[src/verilog/apr_pkg.sv]
// Purpose: shared constants for the partner ability and expansion registers
// Assumes: 16-bit management registers reached by register index
// Notes: bit positions follow the register layout
package apr_pkg;
    timeunit 1ns;
    timeprecision 100ps;
    // ----------------------------------------------------------------
    // register indices and widths
    // ----------------------------------------------------------------
    localparam int APR_ADDR_W = 5;
    localparam int APR_DATA_W = 16;
    localparam logic [4:0] APR_IDX_PARTNER = 5'h05;
    localparam logic [4:0] APR_IDX_EXPANSION = 5'h06;
    // ----------------------------------------------------------------
    // partner ability word fields
    // ----------------------------------------------------------------
    localparam int APR_BIT_MORE = 15;
    localparam int APR_BIT_ACK = 14;
    localparam int APR_BIT_FAULT = 13;
    localparam int APR_BIT_MSG = 13;
    localparam int APR_BIT_COMPLY = 12;
    localparam int APR_BIT_TOGGLE = 11;
    localparam int APR_TECH_HI = 12;
    localparam int APR_TECH_LO = 5;
    localparam int APR_SEL_HI = 4;
    localparam int APR_SEL_LO = 0;
    localparam int APR_CODE_HI = 10;
    localparam int APR_CODE_LO = 0;
    // ----------------------------------------------------------------
    // expansion status fields
    // ----------------------------------------------------------------
    localparam int APR_BIT_PDF = 4;
    localparam int APR_BIT_LPNP = 3;
    localparam int APR_BIT_NPABLE = 2;
    localparam int APR_BIT_PGREC = 1;
    localparam int APR_BIT_LPAN = 0;
    // ----------------------------------------------------------------
    // reset values
    // ----------------------------------------------------------------
    localparam logic [15:0] APR_WORD_RST = 16'h0000;
    localparam logic [15:0] APR_RD_RST = 16'h0000;
    // page form selector
    typedef enum logic [0:0] {
        APR_FORM_BASE = 1'b0,
        APR_FORM_NEXT = 1'b1
    } apr_form_t;
endpackage

[src/verilog/apr_partner_regs.sv]
// Purpose: partner ability word and negotiation expansion status registers
// Assumes: negotiation engine on core_clk_in drives the received-word
//          strobes; management reads arrive as a one-cycle read strobe
// Notes: partner word contents are only meaningful once complete is set
//
// How it works
// - base form bit 15 shows partner next-page request
// - base form bit 14 shows partner acknowledge
// - base form bit 13 shows partner fault
// - base form bits 12..5 hold technology field
// - base form bits 4..0 hold selector field
// - next form bit 15 shows more pages follow
// - next form bit 14 shows partner acknowledge
// - next form bit 13 marks message page
// - next form bit 12 shows partner can comply
// - next form bit 11 holds partner toggle
// - next form bits 10..0 hold code field
// - parallel detect fault latches, read clears
// - expansion bit 3 shows partner next-page support
// - expansion bit 2 always reads one
// - expansion bit 1 latches on each page
// - expansion bit 0 shows partner can negotiate
// - expansion upper bits reserved, writes ignored
// - complete flag validates word, restart clears it
module apr_partner_regs (
    // clock and reset
    input wire logic core_clk_in,
    input wire logic nrst_in,
    // management access
    input wire logic mgmt_rd_in,
    input wire logic mgmt_wr_in,
    input wire logic [apr_pkg::APR_ADDR_W-1:0] mgmt_addr_in,
    input wire logic [apr_pkg::APR_DATA_W-1:0] mgmt_wdata_in,
    // negotiation engine
    input wire logic page_strobe_in,
    input wire logic page_is_next_in,
    input wire logic [apr_pkg::APR_DATA_W-1:0] page_word_in,
    input wire logic parallel_detect_fault_in,
    input wire logic partner_can_negotiate_in,
    input wire logic negotiation_done_in,
    input wire logic negotiation_restart_in,
    // read answer and status
    output logic [apr_pkg::APR_DATA_W-1:0] mgmt_rdata_out,
    output logic mgmt_rvalid_out,
    output logic page_form_out,
    output logic negotiation_complete_flag_out
);
    timeunit 1ns;
    timeprecision 100ps;
    import apr_pkg::*;

    // ----------------------------------------------------------------
    // state
    // ----------------------------------------------------------------
    // latest page, held as the fields of both forms
    logic partner_more_pages_reg;
    logic partner_acknowledge_reg;
    logic partner_fault_flag_reg;
    logic [APR_TECH_HI-APR_TECH_LO:0] partner_technology_field_reg;
    logic [APR_SEL_HI-APR_SEL_LO:0] partner_selector_field_reg;
    logic partner_message_page_flag_reg;
    logic partner_comply_flag_reg;
    logic partner_toggle_bit_reg;
    logic [APR_CODE_HI-APR_CODE_LO:0] message_code_field_reg;
    logic [15:0] partner_word;
    apr_form_t form_reg;
    logic supports_extra_reg;
    logic parallel_detect_fault_reg;
    logic page_received_flag_reg;
    logic partner_can_negotiate_reg;
    logic complete_reg;
    logic [15:0] rdata_reg;
    logic rvalid_reg;
    logic [15:0] expansion_word;
    logic exp_read;

    // decodes a register index against a target
    function automatic logic hit(input logic [4:0] a, input logic [4:0] t);
        hit = (a == t);
    endfunction

    // packs the base-page view: request, acknowledge, fault and the
    // technology and selector fields at their fixed positions
    function automatic logic [15:0] pack_base(
        input logic more,
        input logic ack,
        input logic fault,
        input logic [APR_TECH_HI-APR_TECH_LO:0] tech,
        input logic [APR_SEL_HI-APR_SEL_LO:0] sel
    );
        pack_base = 16'h0000;
        pack_base[APR_BIT_MORE] = more;
        pack_base[APR_BIT_ACK] = ack;
        pack_base[APR_BIT_FAULT] = fault;
        pack_base[APR_TECH_HI:APR_TECH_LO] = tech;
        pack_base[APR_SEL_HI:APR_SEL_LO] = sel;
    endfunction

    // packs the next-page view: flags, toggle and the code field; bit 13
    // and bit 12 here mean something other than in the base view
    function automatic logic [15:0] pack_next(
        input logic more,
        input logic ack,
        input logic msg,
        input logic comply,
        input logic toggle,
        input logic [APR_CODE_HI-APR_CODE_LO:0] code
    );
        pack_next = 16'h0000;
        pack_next[APR_BIT_MORE] = more;
        pack_next[APR_BIT_ACK] = ack;
        pack_next[APR_BIT_MSG] = msg;
        pack_next[APR_BIT_COMPLY] = comply;
        pack_next[APR_BIT_TOGGLE] = toggle;
        pack_next[APR_CODE_HI:APR_CODE_LO] = code;
    endfunction

    // write strobe and data stay undecoded: every field here is
    // read-only, so a write has no effect at all
    assign exp_read = mgmt_rd_in && hit(mgmt_addr_in, APR_IDX_EXPANSION);

    // ----------------------------------------------------------------
    // partner ability word capture
    // ----------------------------------------------------------------
    // fields are kept apart so each form's bits come from a page of
    // that form; bits 15 and 14 mean the same in both, so any page loads
    always_ff @(posedge core_clk_in or negedge nrst_in) begin
        if (!nrst_in) begin
            partner_more_pages_reg <= APR_WORD_RST[APR_BIT_MORE];
        end else if (page_strobe_in) begin
            partner_more_pages_reg <= page_word_in[APR_BIT_MORE];
        end
    end

    // acknowledge: bursts seen consistently, or last word taken
    always_ff @(posedge core_clk_in or negedge nrst_in) begin
        if (!nrst_in) begin
            partner_acknowledge_reg <= APR_WORD_RST[APR_BIT_ACK];
        end else if (page_strobe_in) begin
            partner_acknowledge_reg <= page_word_in[APR_BIT_ACK];
        end
    end

    // base-page fields load from base pages only, so the base view
    // stays whole while next pages come and go
    always_ff @(posedge core_clk_in or negedge nrst_in) begin
        if (!nrst_in) begin
            partner_fault_flag_reg <= APR_WORD_RST[APR_BIT_FAULT];
        end else if (page_strobe_in && !page_is_next_in) begin
            partner_fault_flag_reg <= page_word_in[APR_BIT_FAULT];
        end
    end

    // technology field, bit meanings as in the local advertisement
    always_ff @(posedge core_clk_in or negedge nrst_in) begin
        if (!nrst_in) begin
            partner_technology_field_reg <=
                APR_WORD_RST[APR_TECH_HI:APR_TECH_LO];
        end else if (page_strobe_in && !page_is_next_in) begin
            partner_technology_field_reg <=
                page_word_in[APR_TECH_HI:APR_TECH_LO];
        end
    end

    // selector is passed as received; no check against the usual code
    always_ff @(posedge core_clk_in or negedge nrst_in) begin
        if (!nrst_in) begin
            partner_selector_field_reg <=
                APR_WORD_RST[APR_SEL_HI:APR_SEL_LO];
        end else if (page_strobe_in && !page_is_next_in) begin
            partner_selector_field_reg <=
                page_word_in[APR_SEL_HI:APR_SEL_LO];
        end
    end

    // ----------------------------------------------------------------
    // next-page fields
    // ----------------------------------------------------------------
    // next-page fields load from next pages only, so a base page that
    // arrives later leaves them alone until the form flips back
    always_ff @(posedge core_clk_in or negedge nrst_in) begin
        if (!nrst_in) begin
            partner_message_page_flag_reg <= APR_WORD_RST[APR_BIT_MSG];
        end else if (page_strobe_in && page_is_next_in) begin
            partner_message_page_flag_reg <= page_word_in[APR_BIT_MSG];
        end
    end

    // partner's ability to comply with the message
    always_ff @(posedge core_clk_in or negedge nrst_in) begin
        if (!nrst_in) begin
            partner_comply_flag_reg <= APR_WORD_RST[APR_BIT_COMPLY];
        end else if (page_strobe_in && page_is_next_in) begin
            partner_comply_flag_reg <= page_word_in[APR_BIT_COMPLY];
        end
    end

    // toggle is reported as received; sync checking is the engine's job
    always_ff @(posedge core_clk_in or negedge nrst_in) begin
        if (!nrst_in) begin
            partner_toggle_bit_reg <= APR_WORD_RST[APR_BIT_TOGGLE];
        end else if (page_strobe_in && page_is_next_in) begin
            partner_toggle_bit_reg <= page_word_in[APR_BIT_TOGGLE];
        end
    end

    // message or unformatted code, all eleven bits kept
    always_ff @(posedge core_clk_in or negedge nrst_in) begin
        if (!nrst_in) begin
            message_code_field_reg <=
                APR_WORD_RST[APR_CODE_HI:APR_CODE_LO];
        end else if (page_strobe_in && page_is_next_in) begin
            message_code_field_reg <=
                page_word_in[APR_CODE_HI:APR_CODE_LO];
        end
    end

    // form of the word follows the type of the latest page
    always_ff @(posedge core_clk_in or negedge nrst_in) begin
        if (!nrst_in) begin
            form_reg <= APR_FORM_BASE;
        end else if (page_strobe_in) begin
            form_reg <= page_is_next_in ? APR_FORM_NEXT : APR_FORM_BASE;
        end
    end

    // partner next-page ability comes from the base page's bit 15
    always_ff @(posedge core_clk_in or negedge nrst_in) begin
        if (!nrst_in) begin
            supports_extra_reg <= 1'b0;
        end else if (page_strobe_in && !page_is_next_in) begin
            supports_extra_reg <= page_word_in[APR_BIT_MORE];
        end
    end

    // ----------------------------------------------------------------
    // latched expansion bits 4 and 1, registered level bit 0
    // ----------------------------------------------------------------
    // set wins over the read clear so no event is lost
    always_ff @(posedge core_clk_in or negedge nrst_in) begin
        if (!nrst_in) begin
            parallel_detect_fault_reg <= 1'b0;
        end else if (parallel_detect_fault_in) begin
            parallel_detect_fault_reg <= 1'b1;
        end else if (exp_read) begin
            parallel_detect_fault_reg <= 1'b0;
        end
    end

    // page received flag: latch on any page, read clears
    always_ff @(posedge core_clk_in or negedge nrst_in) begin
        if (!nrst_in) begin
            page_received_flag_reg <= 1'b0;
        end else if (page_strobe_in) begin
            page_received_flag_reg <= 1'b1;
        end else if (exp_read) begin
            page_received_flag_reg <= 1'b0;
        end
    end

    // partner negotiation ability is a level from the engine
    always_ff @(posedge core_clk_in or negedge nrst_in) begin
        if (!nrst_in) begin
            partner_can_negotiate_reg <= 1'b0;
        end else begin
            partner_can_negotiate_reg <= partner_can_negotiate_in;
        end
    end

    // ----------------------------------------------------------------
    // completion flag
    // ----------------------------------------------------------------
    // restart dominates so a stale done cannot validate old contents
    always_ff @(posedge core_clk_in or negedge nrst_in) begin
        if (!nrst_in) begin
            complete_reg <= 1'b0;
        end else if (negotiation_restart_in) begin
            complete_reg <= 1'b0;
        end else if (negotiation_done_in) begin
            complete_reg <= 1'b1;
        end
    end

    // ----------------------------------------------------------------
    // read path
    // ----------------------------------------------------------------
    // reserved upper bits read zero; writes are simply not decoded
    always_comb begin
        expansion_word = 16'h0000;
        expansion_word[APR_BIT_PDF] = parallel_detect_fault_reg;
        expansion_word[APR_BIT_LPNP] = supports_extra_reg;
        expansion_word[APR_BIT_NPABLE] = 1'b1;
        expansion_word[APR_BIT_PGREC] = page_received_flag_reg;
        expansion_word[APR_BIT_LPAN] = partner_can_negotiate_reg;
    end

    // the form chooses which field set the partner word shows; both
    // views are built from the same latest request and acknowledge
    always_comb begin
        partner_word = APR_WORD_RST;
        case (form_reg)
            APR_FORM_BASE: begin
                partner_word = pack_base(partner_more_pages_reg,
                    partner_acknowledge_reg, partner_fault_flag_reg,
                    partner_technology_field_reg,
                    partner_selector_field_reg);
            end
            APR_FORM_NEXT: begin
                partner_word = pack_next(partner_more_pages_reg,
                    partner_acknowledge_reg,
                    partner_message_page_flag_reg,
                    partner_comply_flag_reg, partner_toggle_bit_reg,
                    message_code_field_reg);
            end
            default: begin
                partner_word = APR_WORD_RST;
            end
        endcase
    end

    // read data registered one cycle after the strobe
    always_ff @(posedge core_clk_in or negedge nrst_in) begin
        if (!nrst_in) begin
            rdata_reg <= APR_RD_RST;
            rvalid_reg <= 1'b0;
        end else begin
            rvalid_reg <= mgmt_rd_in;
            if (mgmt_rd_in) begin
                if (hit(mgmt_addr_in, APR_IDX_PARTNER)) begin
                    rdata_reg <= partner_word;
                end else if (exp_read) begin
                    rdata_reg <= expansion_word;
                end else begin
                    rdata_reg <= 16'h0000;
                end
            end
        end
    end

    assign mgmt_rdata_out = rdata_reg;
    assign mgmt_rvalid_out = rvalid_reg;
    assign page_form_out = form_reg;
    assign negotiation_complete_flag_out = complete_reg;
endmodule

[config.mk]
export PLATFORM = sky130hd
export DESIGN_NAME = apr_partner_regs
export DESIGN_NICKNAME = d
export VERILOG_FILES = /design/src/verilog/apr_pkg.sv /design/src/verilog/apr_partner_regs.sv
export SDC_FILE = /design/constraint.sdc
export NUM_CORES = 1
export LEC_CHECK = 0
export BUFFER_PORTS_ARGS = -buffer_cell sky130_fd_sc_hd__buf_2
export CAP_MARGIN = 40
export CORE_MARGIN = 8
export CORE_UTILIZATION = 50
export DETAILED_ROUTE_END_ITERATION = 8
export PLACE_DENSITY = 0.85
export SYNTH_ARGS = -nofsm -noshare
export SYNTH_HDL_FRONTEND = slang
export SYNTH_SLANG_ARGS = --single-unit
[constraint.sdc]
create_clock -name core_clk_in -period 1.72 [get_ports core_clk_in]
set_clock_uncertainty 0.1 [all_clocks]
set_input_delay 0.258 -clock core_clk_in [delete_from_list [all_inputs] [get_ports core_clk_in]]
set_output_delay 0.258 -clock core_clk_in [all_outputs]
set_load 0.005 [all_outputs]
Word level (Yosys, flattened, before mapping). Cells that the tools add are included.

Bits in latches: 0. Memory bits (read-only): 0. Register bits after elaboration: 53. Memories: 0. Logic and storage cells: 36. RAM bits: 0. Input port bits: 47. Output and inout bits: 19.

Bitwise gates (word level): 1. Muxes and demuxes: 9. Divide/modulo/power cells: 0. Multiply operators: 0. Reductions and logical operators: 7. $lt $le $gt $ge: 0. Shift operators: 0. Add/sub/neg operators: 0. Equal/unequal tests: 2.

Operators by type and width (count): $pmux 16 s2 (1); $mux 16 (1); $eq 5x3->1 const B (2); $mux 1 (6); $reduce_bool 2->1 (3); $mux 5 (1); $logic_and 1x1->1 (3); $logic_not 1->1 (1); $not 1->1 (1).

Logic depth before layout (Yosys ltp).
Word-level depth: 4. Depth in mapped cells: 4. Depth with buffers taken out: 3.

Worst setup path before layout. OpenSTA, ideal clock, no wires.

Path type: flip-flop to flip-flop. From: register form_reg (netlist: page_form_out). To: register rdata_reg[2] (netlist: mgmt_rdata_out[2]). Data arrival time: 1.158 ns. Stages on the path, launching flop included: 4. Data required time: 1.494 ns. Buffers on the path: 1. Clock period less this slack: 1.384 ns. Setup slack: 0.336 ns. Setup time: 0.126 ns. Cell sequence: dfrtp_1 -> buf_2 -> mux2_2 -> a221o_2.

Word-level cells in the longest chain between the ends: 3.

RTL lines: start: declaration (RTL line apr_partner_regs.sv:66) `apr_form_t form_reg;`; start signal: assignment (RTL line apr_partner_regs.sv:223) `form_reg <= page_is_next_in ? APR_FORM_NEXT : APR_FORM_BASE;`; $not 1->1 (RTL line apr_partner_regs.sv:301) `case (form_reg)`; $pmux 16 s2 (*) (RTL line apr_partner_regs.sv:301); $mux 16 (*) (RTL line apr_partner_regs.sv:329) `if (hit(mgmt_addr_in, APR_IDX_PARTNER)) begin`; end signal: assignment (RTL line apr_partner_regs.sv:330) `rdata_reg <= partner_word;`; end signal: assignment (RTL line apr_partner_regs.sv:332) `rdata_reg <= expansion_word;`; end: declaration (RTL line apr_partner_regs.sv:72) `logic [15:0] rdata_reg;`.

Mark *: on every way between the ends. The rest lies on a longest branch, timed or not. The select of a mux whose other input is x is not followed. A chain may end at the register's enable or synchronous reset.

Final worst setup path.
From: register form_reg (netlist: page_form_out). To: output page_form_out.

RTL lines: end: declaration (RTL line apr_partner_regs.sv:45) `output logic page_form_out,`.

No word-level cell between the ends.

==> results by group <==
Floorplanning
  – Horiz. Die Dim: 82.08 um
  – Die footprint: 6737 um2
  – Die Y: 82.08 um
  – Initial core utilization: 0.5084
  – CORE AREA: 4294 um2
  – Cell Rows: 24
  – I/O pins: 66

Critical path
  – CP endpoint kind: output port
  – Crit path launch type: flop
  – Critical Path AT: between 1 and 1.5 ns
  – Slowest stage cell on the critical path: dfrtp_1
  – R2R cell count: 2
  – Crit path buffers/inverters: 2
  – Critical Path RT: 1.36 ns
  – CP Class: flop to output port
  – Critical R2R Capture: mgmt_rdata_out[2]$_DFFE_PN0P_
  – Cell Chain, Critical Path: buf_4 -> buf_2
  – CP Depth: 2
  – CP max stage delay: roughly 0.53 ns
  – Crit path max-delay family: flip-flops
  – Crit-path max FO: 10
  – R2r startpoint: page_form_out$_DFFE_PN0P_
  – FF-to-FF setup slack: 0.27 ns

Clocking
  – H-tree level count: 2
  – Clock tree sinks: 53
  – CTS tree: built
  – CTS Root Cell: clkbuf_8
  – Maximum root-to-sink buffer count: 2
  – Clk pin slew, worst setup/hold paths: 0.09 ns
  – CTS Buf Count: 5
  – Clk Latency, worst-skew pair: about 0.30 ns
  – Post-CTS Resized: 0

STA
  – Final worst path period share: 0.9370
  – RSZ-0062 raised after global routing: no
  – Final setup TNS: 0 ns
  – Worst slew pin tran: 0.4706 ns
  – Final Slew Violations: 0
  – Final Hold Vio Count: 0
  – Fmax: 620.5 MHz
  – Relative slew slack: 0.6859
  – Final period demand of the worst path: 1.612 ns
  – Final setup violation count: 0

Global routing
  – Vias in the first global route: 1484
  – First-pass GRT wire length: between 7 and 8 mm
  – GRT overflow: 0
  – GRT Total Usage: 0.1389
  – Initial antenna violation count: 0
  – Largest net degree at the start of global routing: 54

Placed design
  – HPWL after DPL: 3.055 mm
  – Post-DP Area: 2501 um2
  – IO buf count: 48
  – RePlAce Congestion: 0.6789

Cells and area
  – Layout area overhead: 19.89%
  – Design area: ~2600 um2
  – Most frequent cells in the layout: dfrtp_1, buf_2, mux2_2, mux2i_1, o2bb2ai_1
  – Max reg flops: 16
  – # nets final: 243
  – Most common cell after layout, fill and taps aside: dfrtp_1
  – N_diodes: 0
  – Share of layout cells above drive strength 1: 0.5561

Worst hold path
  – Hold path depth: 2
  – HP Start: parallel_detect_fault_in
  – Hold EP: parallel_detect_fault_reg$_DFFE_PN0P_
  – Worst hold path class: input pin to flop

Logic synthesis
  – Synth cell types: 24
  – Avg Synthesized Cell Area: 15.71 um2
  – Mapped Cells: 139
  – Synth top area cells: dfrtp_1, mux2_2, mux2i_1
  – YS warnings: 0
  – Syn Nets: 186
  – #FFs+latches synth: 53
  – Cell Area, Synth: 2183 um2
  – Largest area contributor in the netlist: dfrtp_1
  – Seq/Total Area, Yosys: 0.6074
  – Share of the synthesized area in the top cell type: 0.6074

Drt
  – Top Metal Used: met4
  – Remaining antenna violation count: 0
  – Iteration-0 DRC Markers: 54
  – Vias per Instance: 5.496
  – Final WL: 4.294 mm
  – Routed len/inst: 17.31 um
  – Drt drc: 0
  – DR vias: about 1.4k
  – DR pass1 iterations: 4
  – Wire length on met1: 2.015 mm
  – Met3 WL post-DR: 407 um
  – Met2 wire len: 1.816 mm

Flow run
  – Max-cap violations: 0

Power
  – Total power: 0.002445 W
  – VDD IR max: 0.5249 mV
  – Lkg Pwr: 1.253 nW
  – Total power divided by cell area: 934.0 nW/um2

Outcome
  – Outcome: finished, final reports clean
-- timing repair --
item | CTS | global route
endpoints found under the hold margin | 55 | 0
hold buffers | 3 | 0
setup buffers | 0 | 0
-- layout make-up --
class	instances	area, um2
tap	52	65.06
sequential	53	1326
fill	348	1677
timing repair buffer	56	320.3
clock buffer	7	86.33
inverter	2	7.507
multi-input combinational	78	812.0
-- metrics by stage --
| stage | std cells | hold WS, ns | worst slack (ns) | utilization |
|---|---|---|---|---|
| 3_3_place_gp | 238 | 0.1702 | 0.2823 | 0.5825 |
| 3_5_place_dp | 238 | 0.1762 | 0.2828 | 0.5825 |
| 6_report | 248 | 0.05154 | 0.1084 | 0.6096 |
| 5_1_grt | 248 | 0.04538 | 0.01979 | 0.6096 |
| 4_1_cts | 248 | 0.03602 | 0.09003 | 0.6096 |
| 2_1_floorplan | 139 | -0.1376 | 0.3358 | - |
-- power breakdown --
part | switching [W] | internal, W
Combinational | 0.000134 | 0.000194
Clock | 0.000370 | 0.000320
Sequential | 0.0000620 | 0.00136
-- worst reg2reg max path: stages, from the launching register on --
cell	delay, ns
dfrtp_1	0.53
mux2_2	0.37
a221o_2	0.34
-- synthesized netlist by cell type --
library cell  instances
a21o_1                2
a221o_1               1
a221o_2               4
a22o_1                2
and2b_2               4
and4bb_2              1
buf_2                 3
buf_4                 1
buf_6                 1
clkbuf_1              1
dfrtp_1              53
inv_1                 2
mux2_2               36
mux2i_1               9
nand2_2               1
nand3b_1              1
nand3b_2              1
nand4bb_4             1
nor2_1                2
nor2b_1               1
nor3b_2               1
nor3b_4               1
o21ai_0               1
o2bb2ai_1             9
-- how the worst max path moves through the flow --
| stage | from | endpoint | slack [ns] |
|---|---|---|---|
| 2_1_floorplan | page_form_out$_DFFE_PN0P_ | mgmt_rdata_out[2]$_DFFE_PN0P_ | 0.34 |
| 3_3_place_gp | page_form_out$_DFFE_PN0P_ | mgmt_rdata_out[2]$_DFFE_PN0P_ | 0.28 |
| 3_5_place_dp | page_form_out$_DFFE_PN0P_ | mgmt_rdata_out[4]$_DFFE_PN0P_ | 0.28 |
| 4_1_cts | page_form_out$_DFFE_PN0P_ | page_form_out | 0.09 |
| 5_1_grt | page_form_out$_DFFE_PN0P_ | page_form_out | 0.02 |
| 6_report | page_form_out$_DFFE_PN0P_ | page_form_out | 0.11 |
-- kinds of logic (layout without fill, tap and decap cells) --
family	count (synthesis)	in the layout	share of synthesized area
compound gates	19	19	0.07851
buf+inv	8	65	0.02063
flops	53	53	0.6074
mux	45	45	0.2269
simple gates	14	14	0.06648
-- routing by layer --
metal  track usage  vias to the layer above
met5             0                        -
met4       0.03684                        0
met3       0.05470                        6
met2        0.2060                       46
met1        0.1854                      689
li1              -                      622
No activity file was read; power rests on OpenSTA's default activity.
